[config.mk]
export PLATFORM = sky130hd
export DESIGN_NAME = periph_reset_clock_ctrl
export DESIGN_NICKNAME = d
export VERILOG_FILES = /design/src/prc_pkg.sv /design/src/prc_rst_chan.sv /design/src/periph_reset_clock_ctrl.sv
export SDC_FILE = /design/constraint.sdc
export NUM_CORES = 1
export LEC_CHECK = 0
export BUFFER_PORTS_ARGS = -buffer_cell sky130_fd_sc_hd__buf_2
export CAP_MARGIN = 20
export CORE_ASPECT_RATIO = 0.5
export CORE_MARGIN = 2
export CORE_UTILIZATION = 54
export CTS_CLUSTER_SIZE = 8
export DETAILED_ROUTE_END_ITERATION = 12
export PLACE_DENSITY = 0.81
export SLEW_MARGIN = 20
export SYNTH_ARGS = -nofsm -noshare
export SYNTH_HDL_FRONTEND = slang
export SYNTH_HIERARCHICAL = 1
export SYNTH_SLANG_ARGS = --single-unit
[constraint.sdc]
create_clock -name i_mclk -period 3.65 [get_ports i_mclk]
set_input_delay 0.365 -clock i_mclk [delete_from_list [all_inputs] [get_ports i_mclk]]
set_output_delay 0.365 -clock i_mclk [all_outputs]
set_load 0.1 [all_outputs]
[src/prc_pkg.sv]
// Purpose: constants and carrier types for the peripheral reset / clock control block
// Assumes: APB, 32-bit data, byte offsets as printed
// Notes:   timing counts in system clock cycles at 200 MHz
package prc_pkg;
    localparam logic [11:0] RST_CTRL_OFS  = 12'h004;
    localparam logic [11:0] CLK_CTRL_OFS  = 12'h008;

    localparam int          RST_NUM       = 8;
    localparam logic [7:0]  RST_WR_MASK   = 8'hEF;
    localparam logic [7:0]  RST_RESET_VAL = 8'h00;

    localparam int          EXTCLK_RDY_BIT = 31;
    localparam int          INRO_RDY_BIT   = 29;
    localparam int          BAUD_RDY_BIT   = 28;
    localparam int          PRIM_RDY_BIT   = 27;
    localparam int          RTCX_RDY_BIT   = 25;
    localparam int          HFX_RDY_BIT    = 24;
    localparam int          BAUD_VS_BIT    = 21;
    localparam int          BAUD_EN_BIT    = 20;
    localparam int          PRIM_EN_BIT    = 19;
    localparam int          KEEP_LO_BIT    = 17;
    localparam logic        BAUD_EN_RST    = 1'b0;
    localparam logic        PRIM_EN_RST    = 1'b1;
    localparam logic        BAUD_VS_RST    = 1'b0;
    localparam logic [1:0]  KEEP_RST       = 2'h0;

    localparam int          CLK_MHZ        = 200;
    localparam int          RST_HOLD_NS    = 40;
    localparam int          RST_HOLD_CYC   = (RST_HOLD_NS * CLK_MHZ + 999) / 1000;
    localparam logic [3:0]  RST_HOLD_LAST  = 4'(RST_HOLD_CYC - 1);

    typedef struct packed {
        logic extclk;
        logic inro;
        logic baud;
        logic prim;
        logic rtcx;
        logic hfx;
    } osc_rdy_t;

    typedef struct packed {
        logic baud_vs;
        logic baud_en;
        logic prim_en;
    } osc_ctrl_t;
endpackage

[src/prc_rst_chan.sv]
// Purpose: one peripheral reset channel with self-clearing request
// Assumes: synchronous active-high system reset
// Notes:   reset held a fixed count of cycles, then bit clears
`timescale 1ns/1ps
`default_nettype none
module prc_rst_chan (
    input  wire logic i_mclk,   // system clock
    input  wire logic i_rst,    // sync reset
    input  wire logic i_start,  // software wrote one
    output logic      o_busy    // reset in progress
);
    logic [3:0] cnt_q;
    logic [3:0] cnt_d;
    logic       busy_q;
    logic       busy_d;

    always_comb begin
        busy_d = busy_q;
        cnt_d  = cnt_q;
        if (busy_q) begin
            if (cnt_q == prc_pkg::RST_HOLD_LAST) begin
                busy_d = 1'b0;
                cnt_d  = 4'h0;
            end else begin
                cnt_d = cnt_q + 4'h1;
            end
        end else if (i_start) begin
            busy_d = 1'b1;
            cnt_d  = 4'h0;
        end
    end

    always_ff @(posedge i_mclk) begin
        if (i_rst) begin
            busy_q <= 1'b0;
            cnt_q  <= 4'h0;
        end else begin
            busy_q <= busy_d;
            cnt_q  <= cnt_d;
        end
    end

    assign o_busy = busy_q;
endmodule
`default_nettype wire

[src/periph_reset_clock_ctrl.sv]
// Purpose: peripheral reset requests and oscillator control/status over APB
// Assumes: oscillator ready inputs synchronous to i_mclk
// Notes:   zero-wait APB slave; unmapped addresses read zero, pslverr set
//
// Implementation choice: the APB slave port.
`timescale 1ns/1ps
`default_nettype none
module periph_reset_clock_ctrl (
    input  wire logic              i_mclk,         // system clock
    input  wire logic              i_rst,          // sync reset, high
    input  wire logic              i_psel,         // apb select
    input  wire logic              i_penable,      // apb enable
    input  wire logic              i_pwrite,       // apb write
    input  wire logic [11:0]       i_paddr,        // apb byte address
    input  wire logic [31:0]       i_pwdata,       // apb write data
    output logic      [31:0]       o_prdata,       // apb read data
    output logic                   o_pready,       // apb ready
    output logic                   o_pslverr,      // apb error
    input  wire prc_pkg::osc_rdy_t i_osc_rdy,      // raw oscillator ready
    input  wire logic              i_baud_vs_done, // supply returned to default
    output logic      [7:0]        o_periph_rst,   // per-peripheral reset
    output prc_pkg::osc_ctrl_t     o_osc_ctrl      // oscillator controls
);
    // ------------------------------------------------------------
    // bus decode
    // ------------------------------------------------------------
    logic setup;
    logic wr_rst;
    logic wr_clk;
    logic hit;

    assign setup  = i_psel && !i_penable;
    assign hit    = (i_paddr == prc_pkg::RST_CTRL_OFS) || (i_paddr == prc_pkg::CLK_CTRL_OFS);
    assign wr_rst = setup && i_pwrite && (i_paddr == prc_pkg::RST_CTRL_OFS);
    assign wr_clk = setup && i_pwrite && (i_paddr == prc_pkg::CLK_CTRL_OFS);

    // ------------------------------------------------------------
    // peripheral reset channels
    // ------------------------------------------------------------
    logic [7:0] busy;
    logic [7:0] prst_q;
    logic [7:0] prst_d;

    genvar g;
    generate
        for (g = 0; g < prc_pkg::RST_NUM; g++) begin : g_chan
            if (prc_pkg::RST_WR_MASK[g]) begin : g_live
                prc_rst_chan u_chan (
                    .i_mclk  (i_mclk),
                    .i_rst   (i_rst),
                    .i_start (wr_rst && i_pwdata[g]),
                    .o_busy  (busy[g])
                );
            end else begin : g_resv
                assign busy[g] = 1'b0;
            end
        end
    endgenerate

    always_comb begin
        prst_d = busy | (wr_rst ? (i_pwdata[7:0] & prc_pkg::RST_WR_MASK) : 8'h00);
    end

    // ------------------------------------------------------------
    // clock control state
    // ------------------------------------------------------------
    prc_pkg::osc_ctrl_t ctrl_q;
    prc_pkg::osc_ctrl_t ctrl_d;
    logic [1:0]         keep_q;
    logic [1:0]         keep_d;
    prc_pkg::osc_rdy_t  rdy_q;
    prc_pkg::osc_rdy_t  rdy_d;

    always_comb begin
        ctrl_d = ctrl_q;
        keep_d = keep_q;
        if (wr_clk) begin
            ctrl_d.baud_vs = i_pwdata[prc_pkg::BAUD_VS_BIT];
            ctrl_d.baud_en = i_pwdata[prc_pkg::BAUD_EN_BIT];
            ctrl_d.prim_en = i_pwdata[prc_pkg::PRIM_EN_BIT];
            keep_d = i_pwdata[prc_pkg::KEEP_LO_BIT +: 2];
        end
        if (i_baud_vs_done) begin
            ctrl_d.baud_vs = 1'b0;
        end
        // flags gated by enables; external and other oscillators by their own ready
        rdy_d        = i_osc_rdy;
        rdy_d.baud   = i_osc_rdy.baud && ctrl_q.baud_en;
        rdy_d.prim   = i_osc_rdy.prim && ctrl_q.prim_en;
    end

    // ------------------------------------------------------------
    // read mux
    // ------------------------------------------------------------
    logic [31:0] rdata_d;
    logic [31:0] rdata_q;
    logic        ready_d;
    logic        ready_q;
    logic        err_d;
    logic        err_q;
    logic        rd_req;

    assign rd_req = setup && !i_pwrite;

    always_comb begin
        ready_d = setup;
        err_d   = setup && !hit;
        // read data held until the next read setup
        rdata_d = rdata_q;
        if (rd_req) begin
            rdata_d = 32'h0000_0000;
        end
        if (rd_req && (i_paddr == prc_pkg::RST_CTRL_OFS)) begin
            rdata_d[7:0] = busy;
        end else if (rd_req && (i_paddr == prc_pkg::CLK_CTRL_OFS)) begin
            rdata_d[prc_pkg::EXTCLK_RDY_BIT] = rdy_q.extclk;
            rdata_d[prc_pkg::INRO_RDY_BIT]   = rdy_q.inro;
            rdata_d[prc_pkg::BAUD_RDY_BIT]   = rdy_q.baud;
            rdata_d[prc_pkg::PRIM_RDY_BIT]   = rdy_q.prim;
            rdata_d[prc_pkg::RTCX_RDY_BIT]   = rdy_q.rtcx;
            rdata_d[prc_pkg::HFX_RDY_BIT]    = rdy_q.hfx;
            rdata_d[prc_pkg::BAUD_VS_BIT]    = ctrl_q.baud_vs;
            rdata_d[prc_pkg::BAUD_EN_BIT]    = ctrl_q.baud_en;
            rdata_d[prc_pkg::PRIM_EN_BIT]    = ctrl_q.prim_en;
            rdata_d[prc_pkg::KEEP_LO_BIT +: 2] = keep_q;
        end
    end

    // ------------------------------------------------------------
    // registers
    // ------------------------------------------------------------
    always_ff @(posedge i_mclk) begin
        if (i_rst) begin
            ctrl_q  <= '{baud_vs: prc_pkg::BAUD_VS_RST,
                         baud_en: prc_pkg::BAUD_EN_RST,
                         prim_en: prc_pkg::PRIM_EN_RST};
            keep_q  <= prc_pkg::KEEP_RST;
            rdy_q   <= '0;
            prst_q  <= prc_pkg::RST_RESET_VAL;
            rdata_q <= 32'h0000_0000;
            ready_q <= 1'b0;
            err_q   <= 1'b0;
        end else begin
            ctrl_q  <= ctrl_d;
            keep_q  <= keep_d;
            rdy_q   <= rdy_d;
            prst_q  <= prst_d;
            rdata_q <= rdata_d;
            ready_q <= ready_d;
            err_q   <= err_d;
        end
    end

    assign o_prdata     = rdata_q;
    assign o_pready     = ready_q;
    assign o_pslverr    = err_q;
    assign o_periph_rst = prst_q;
    assign o_osc_ctrl   = ctrl_q;
endmodule
`default_nettype wire

==> results of run 1 <==
[cells by family (layout without fill, tap and decap cells)]
logic type | Yosys count | after routing | synth area share
AOI/OAI and AO/OA | 68 | 68 | 0.128
and+or+nand+nor | 142 | 142 | 0.271
buffers and inverters | 46 | 97 | 0.0938
other | 1 | 15 | 0.00118
xor gates and xnor gates | 1 | 1 | 0.00276
muxes | 5 | 5 | 0.0158
DFF | 73 | 73 | 0.461
adders and majority gates | 7 | 7 | 0.0276
[worst max path at each step]
stage                           from                                            end  slack, ns  cells after the start
after floorplan           i_paddr[7]  g_chan[0].g_live.u_chan/cnt_q[2]$_SDFFE_PP0P_       1.56                      8
after global placement    i_paddr[1]  g_chan[2].g_live.u_chan/cnt_q[2]$_SDFFE_PP0P_       1.08                      7
after detailed placement  i_paddr[1]  g_chan[5].g_live.u_chan/cnt_q[2]$_SDFFE_PP0P_       1.03                      7
after CTS                 i_paddr[1]  g_chan[5].g_live.u_chan/cnt_q[2]$_SDFFE_PP0P_       1.35                      7
after global routing      i_paddr[1]  g_chan[5].g_live.u_chan/cnt_q[2]$_SDFFE_PP0P_       1.21                      7
final                     i_paddr[1]  g_chan[5].g_live.u_chan/cnt_q[2]$_SDFFE_PP0P_       1.32                      7
[per-stage QoR]
step / cells / setup slack (ns) / hold slack [ns]
2_1_floorplan: 357 / 1.56 / 0.434
4_1_cts: 481 / 1.35 / 0.202
6_report: 481 / 1.32 / 0.211
3_3_place_gp: 465 / 1.08 / 0.451
3_5_place_dp: 465 / 1.03 / 0.464
5_1_grt: 481 / 1.21 / 0.203
[cell usage in the layout, fill, tap and decap left out, drive strengths merged, types with 8 or more instances in the layout]
cell type  instances
buf               67
a21oi             42
nand3b            15
nor2              51
nor3b              8
inv               14
clkbuf             9
conb              15
nand2b             8
dfxtp             73
nand2              9
nor3               8
a22oi             18
[critical path: stages]
cell,delay [ns]
sky130_fd_sc_hd__buf_2,0.09
sky130_fd_sc_hd__or4_1,0.69
sky130_fd_sc_hd__nor4_4,0.74
sky130_fd_sc_hd__and2_1,0.29
sky130_fd_sc_hd__nor2_1,0.08
sky130_fd_sc_hd__a21oi_1,0.17
sky130_fd_sc_hd__a211oi_1,0.09
[layer usage]
layer / vias up / wire length [um] / track usage
li1: 1291 / - / -
met1: 1186 / 2780 / 0.233
met2: 88 / 3190 / 0.377
met3: 13 / 388 / 0.0711
met4: 0 / 113 / 0.0941
met5: - / 0 / 0
[where the power goes]
group / switching, mW / leakage [nW] / internal, mW
clock: 0.333 / 0.162 / 0.667
sequential: 0.00101 / 0.589 / 0.801
combinational: 0.101 / 0.808 / 0.0198
[layout make-up]
| cell class | count | area, sq um | area share |
|---|---|---|---|
| clock inverter | 7 | 119 | 0.0316 |
| clock buffer | 9 | 225 | 0.0600 |
| inverter | 14 | 52.6 | 0.0140 |
| timing repair buffer | 67 | 340 | 0.0906 |
| tap | 73 | 91.3 | 0.0243 |
| sequential | 73 | 1460 | 0.389 |
| multi-input combinational | 238 | 1470 | 0.390 |
[flip-flops by register name, summed over array words and instances, names as in the netlist, 2 cells and up]
register,flops
g_chan.g_live.u_chan/o_busy,7
o_prdata,18
o_osc_ctrl,3
rdy_q,6
keep_q,2
g_chan.g_live.u_chan/cnt_q,28
o_periph_rst,7
==> out/metrics.cfg, run 1 <==
[die]
fp.dieH_um=58.2
io-pin-count=101
fp-row-count=19
chip_width_um=112
initial_utilization=0.568
dieArea_sq_um=6540
design.core.area_sq_um=5590

[cells_and_area]
n_antenna_cell=0
drive_above_1_share=0.240
post_route_cell_area_sq_um=3760
final_core_utilization=0.672
area_growth_syn_to_layout_pct=18.4
num-nets-final=466
n_fill_cell=437

[setup_path]
crit_path_end_kind=flip-flop
worstSetupStartpointType=primary input
worst_ep_arrival_time_ns=2.53
r2r_end=g_chan[2].g_live.u_chan/cnt_q[3]$_SDFFE_PP0P_
reg2reg_depth=3
crit_fanout=14
crit_type=in2reg
r2r-start=g_chan[2].g_live.u_chan/o_busy$_SDFF_PP0_
timing.reg2reg.setup_slack_ns=2.43
cp_data_required_time_ns=3.85

[cts]
cts_repair_resize_count=0
cts_tree=yes
cts_htree_levels=3
cts_setup_buffers=0
insertion_delay_to_the_later_sink_of_the_worst_skew_pair_ns=0.33
cts_made_buffers=9
cts.sinks=73
cts.reportedPaths.clkPinSlew_ns=0.05
ctsHoldBuffers=0
ctsLongestPathBuffers=2
clock_tree.root_cell=sky130_fd_sc_hd__clkbuf_16

[worst_hold_path]
whs_path_depth=2
min_to=o_osc_ctrl[2]$_SDFFE_PP0P_
worstHoldPathType=in2reg
hold_path.startpoint=i_baud_vs_done

[grt]
grt_first_pass_wirelength_um=10700
grt_max_degree=38
grt_remaining_overflow=0
via_count_of_the_first_global_routing_pass=2443
groute.usage.overall=0.210
antenna_found_initial=0

[job]
drv_cap=0

[routing]
vias=2578
drtIter0Drc=158
routed_via_density=5.36
detailedRoute.firstPassIterationCount=5
wirelength_um=6470
wire_per_inst_um=13.5
ant_nets=0
drcViolationCount=0

[logic_synthesis]
synth_top_area_frac=0.461
yosysSeqAreaShare=0.461
yosys_most_used_dff=sky130_fd_sc_hd__dfxtp_1
synth.cells.most_frequent=sky130_fd_sc_hd__dfxtp_1, sky130_fd_sc_hd__nor2_1, sky130_fd_sc_hd__a21oi_1
ys.warnings.count=6
netlist_area_sq_um=3170
ys_seq_elements=73
synth_largest_area_cell=sky130_fd_sc_hd__dfxtp_1
netlist_top_cells_area=sky130_fd_sc_hd__dfxtp_1, sky130_fd_sc_hd__a21oi_1, sky130_fd_sc_hd__nor2_1, sky130_fd_sc_hd__a22oi_1, sky130_fd_sc_hd__buf_4
postSynthCellCount=343
post-synth-top-count-cell=sky130_fd_sc_hd__dfxtp_1
asyncSetResetFlopFracSynth=0
synth.avg_cell_area_sq_um=9.25
synth_enable_flop_cells=0
synth.lib_cells_used.distinct=34

[sta]
timing.slew.headroom=0.457
clock_skew_ns=0.00345
finalCritPeriodShare=0.638
final_period_minus_worst_setup_slack_ns=2.33
fin_setup_tns_ns=0
setup_viol=0
unrepaired_setup_endpoints_after_global_routing=false
tightestPinTransition_ns=0.809
timing.fmax_mhz=430
hold_violations=0
timing_max_transition_violations_final=0

[pwr]
power.density_nw_per_um2=512
p_leak_nw=1.56
power.total_mw=1.92
irDropWorstVdd_v=0.000301

[placement]
dp_hpwl_um=4460
gp_routability_congestion=0.764
numPortBuffers=65
placed_area_sq_um=3410

[run_status]
outcome=complete, no violations

Note: power is estimated with default switching activity, not from simulation.
==> inputs of run 2 (changes only) <==
--- a/config.mk
+++ b/config.mk
@@ -9,10 +9,10 @@
 export CAP_MARGIN = 20
 export CORE_ASPECT_RATIO = 0.5
 export CORE_MARGIN = 2
-export CORE_UTILIZATION = 54
+export CORE_UTILIZATION = 46
 export CTS_CLUSTER_SIZE = 8
 export DETAILED_ROUTE_END_ITERATION = 12
-export PLACE_DENSITY = 0.81
+export PLACE_DENSITY = 0.73
 export SLEW_MARGIN = 20
 export SYNTH_ARGS = -nofsm -noshare
 export SYNTH_HDL_FRONTEND = slang
==> constraint.sdc (replaced) <==
create_clock -name i_mclk -period 1.9 [get_ports i_mclk]
set_input_delay 0.19 -clock i_mclk [delete_from_list [all_inputs] [get_ports i_mclk]]
set_output_delay 0.19 -clock i_mclk [all_outputs]
set_load 0.1 [all_outputs]
==> out/metrics.cfg, run 2 (synthesis gave the netlist of run 1 again) <==
[run_status]
outcome=complete, no violations

[die]
chip_width_um=121
fp.dieH_um=62.7
io-pin-count=101
dieArea_sq_um=7620
design.core.area_sq_um=6670
initial_utilization=0.475
fp-row-count=21

[sta]
timing.fmax_mhz=587
unrepaired_setup_endpoints_after_global_routing=false
setup_viol=0
timing_max_transition_violations_final=0
postLayoutSetupSlackWorst_ns=0.196
fin_hold_ws_ns=0.0323
clock_skew_ns=0.00297
final_period_minus_worst_setup_slack_ns=1.70
hold_violations=0
finalCritPeriodShare=0.897

[pwr]
switching_share=0.234
power.internal_mw=2.75
power.total_mw=3.59
power.density_nw_per_um2=925
irDropWorstVdd_v=0.000600
p_leak_nw=1.62
p_sw_mw=0.842
seqPwrFrac=0.429
comb_power_frac=0.068
clock_power_share=0.503

[setup_path]
crit_path_end_kind=flip-flop
crit_fanout=13
worstSetupStartpointType=primary input
worst_ep_arrival_time_ns=1.89
cp_data_required_time_ns=2.08
r2r-start=g_chan[6].g_live.u_chan/o_busy$_SDFF_PP0_
critPathLaunch=i_paddr[3]
crit_type=in2reg

[cts]
cts_setup_buffers=0
cts_htree_levels=3
cts_repair_resize_count=0
ctsHoldBuffers=0
cts_tree=yes
cts.reportedPaths.clkPinSlew_ns=0.06
clock_tree.root_cell=sky130_fd_sc_hd__clkbuf_16
insertion_delay_to_the_later_sink_of_the_worst_skew_pair_ns=0.32
ctsLongestPathBuffers=2
cts.sinks=73
cts_made_buffers=9

[placement]
dp_slack_ns=-0.111
numPortBuffers=65
gp_routability_congestion=0.780
dp_hpwl_um=4080
placed_area_sq_um=3550

[cells_and_area]
n_antenna_cell=0
largest_register_ffs=28
commonest_cells_after_routing_fill_and_taps_aside=sky130_fd_sc_hd__dfxtp_1, sky130_fd_sc_hd__buf_2, sky130_fd_sc_hd__nor2_1, sky130_fd_sc_hd__a21oi_1, sky130_fd_sc_hd__a22oi_1
num-nets-final=478
drive_above_1_share=0.264
area_growth_syn_to_layout_pct=22.3
largest-register=g_chan.g_live.u_chan/cnt_q
post_route_cell_area_sq_um=3880
final_common_cell=sky130_fd_sc_hd__dfxtp_1

[grt]
grt_max_degree=38
gr-max-usage-layer=met2
grt_util_met3=0.0484
grt_remaining_overflow=0
grt_first_pass_wirelength_um=10300
groute.usage.overall=0.168
antenna_found_initial=0
globalRouteMet1Util=0.209
grt_use_met2=0.284
via_count_of_the_first_global_routing_pass=2384

[routing]
drcViolationCount=0
wire_per_inst_um=11.7
routed_via_density=4.91
wirelength_um=5970
vias=2512
detailedRoute.firstPassIterationCount=4
ant_nets=0
drtIter0Drc=120

[worst_hold_path]
worstHoldPathType=in2reg
hold_path.startpoint=i_baud_vs_done

[job]
drv_cap=0

[run 2: changes by cell type in the layout (fill, tap and decap cells not counted)]
cell,previous run,this run
sky130_fd_sc_hd__buf_4,2,12
sky130_fd_sc_hd__inv_6,0,3
sky130_fd_sc_hd__buf_12,0,2
sky130_fd_sc_hd__bufinv_16,3,2
sky130_fd_sc_hd__clkinv_2,1,0
sky130_fd_sc_hd__clkinv_4,1,0
sky130_fd_sc_hd__or4b_1,1,0
sky130_fd_sc_hd__or4b_4,0,1
[run 2: area by class of cell]
| cell class | count | area (sq um) |
|---|---|---|
| multi-input cells | 238 | 1470 |
| inverters | 14 | 52.6 |
| well taps | 92 | 115 |
| repair buffers | 79 | 455 |
| clock buffers | 9 | 225 |
| fillers | 582 | 2790 |
| clock inverters | 7 | 101 |
| flip-flops and latches | 73 | 1460 |
[run 2: per-stage QoR]
stage,util,std cells,TNS [ns]
final,0.582,512,0
after global routing,0.582,512,0
after CTS,0.582,512,0
after detailed placement,0.533,496,-0.574
after global placement,0.533,496,-0.520
after floorplan,-,357,0
[run 2: path summary, 6_finish.rpt]
check / end / slack, ns / cells past startpoint
setup / recovery: g_chan[2].g_live.u_chan/cnt_q[2]$_SDFFE_PP0P_ / 0.20 / 8
hold / removal: o_osc_ctrl[2]$_SDFFE_PP0P_ / 0.03 / 2
setup reg to reg: g_chan[6].g_live.u_chan/cnt_q[3]$_SDFFE_PP0P_ / 0.68 / 3
hold reg to reg: rdy_q[2]$_SDFF_PP0_ / 0.46 / 2
[run 2: critical path, stage by stage]
cell and delay (ns):
sky130_fd_sc_hd__buf_2 0.11, sky130_fd_sc_hd__or4b_4 0.56, sky130_fd_sc_hd__nor4_4 0.34, sky130_fd_sc_hd__buf_12 0.18, sky130_fd_sc_hd__and2_1 0.17, sky130_fd_sc_hd__nor2_1 0.08
sky130_fd_sc_hd__a21oi_1 0.16, sky130_fd_sc_hd__a211oi_1 0.10
[run 2: layer usage]
layer	vias up	wire [um]
met5	-	0
met2	67	2720
met1	1132	2860
met3	2	362
met4	0	26
li1	1311	-
[run 2: power by group through the flow]
stage	combinational, mW	sequential (mW)	clock, mW
2_1_floorplan	0.188	1.59	0
3_3_place_gp	0.244	1.57	0
3_5_place_dp	0.244	1.57	0
4_1_cts	0.246	1.54	1.84
5_1_grt	0.259	1.54	1.92
6_report	0.246	1.54	1.80
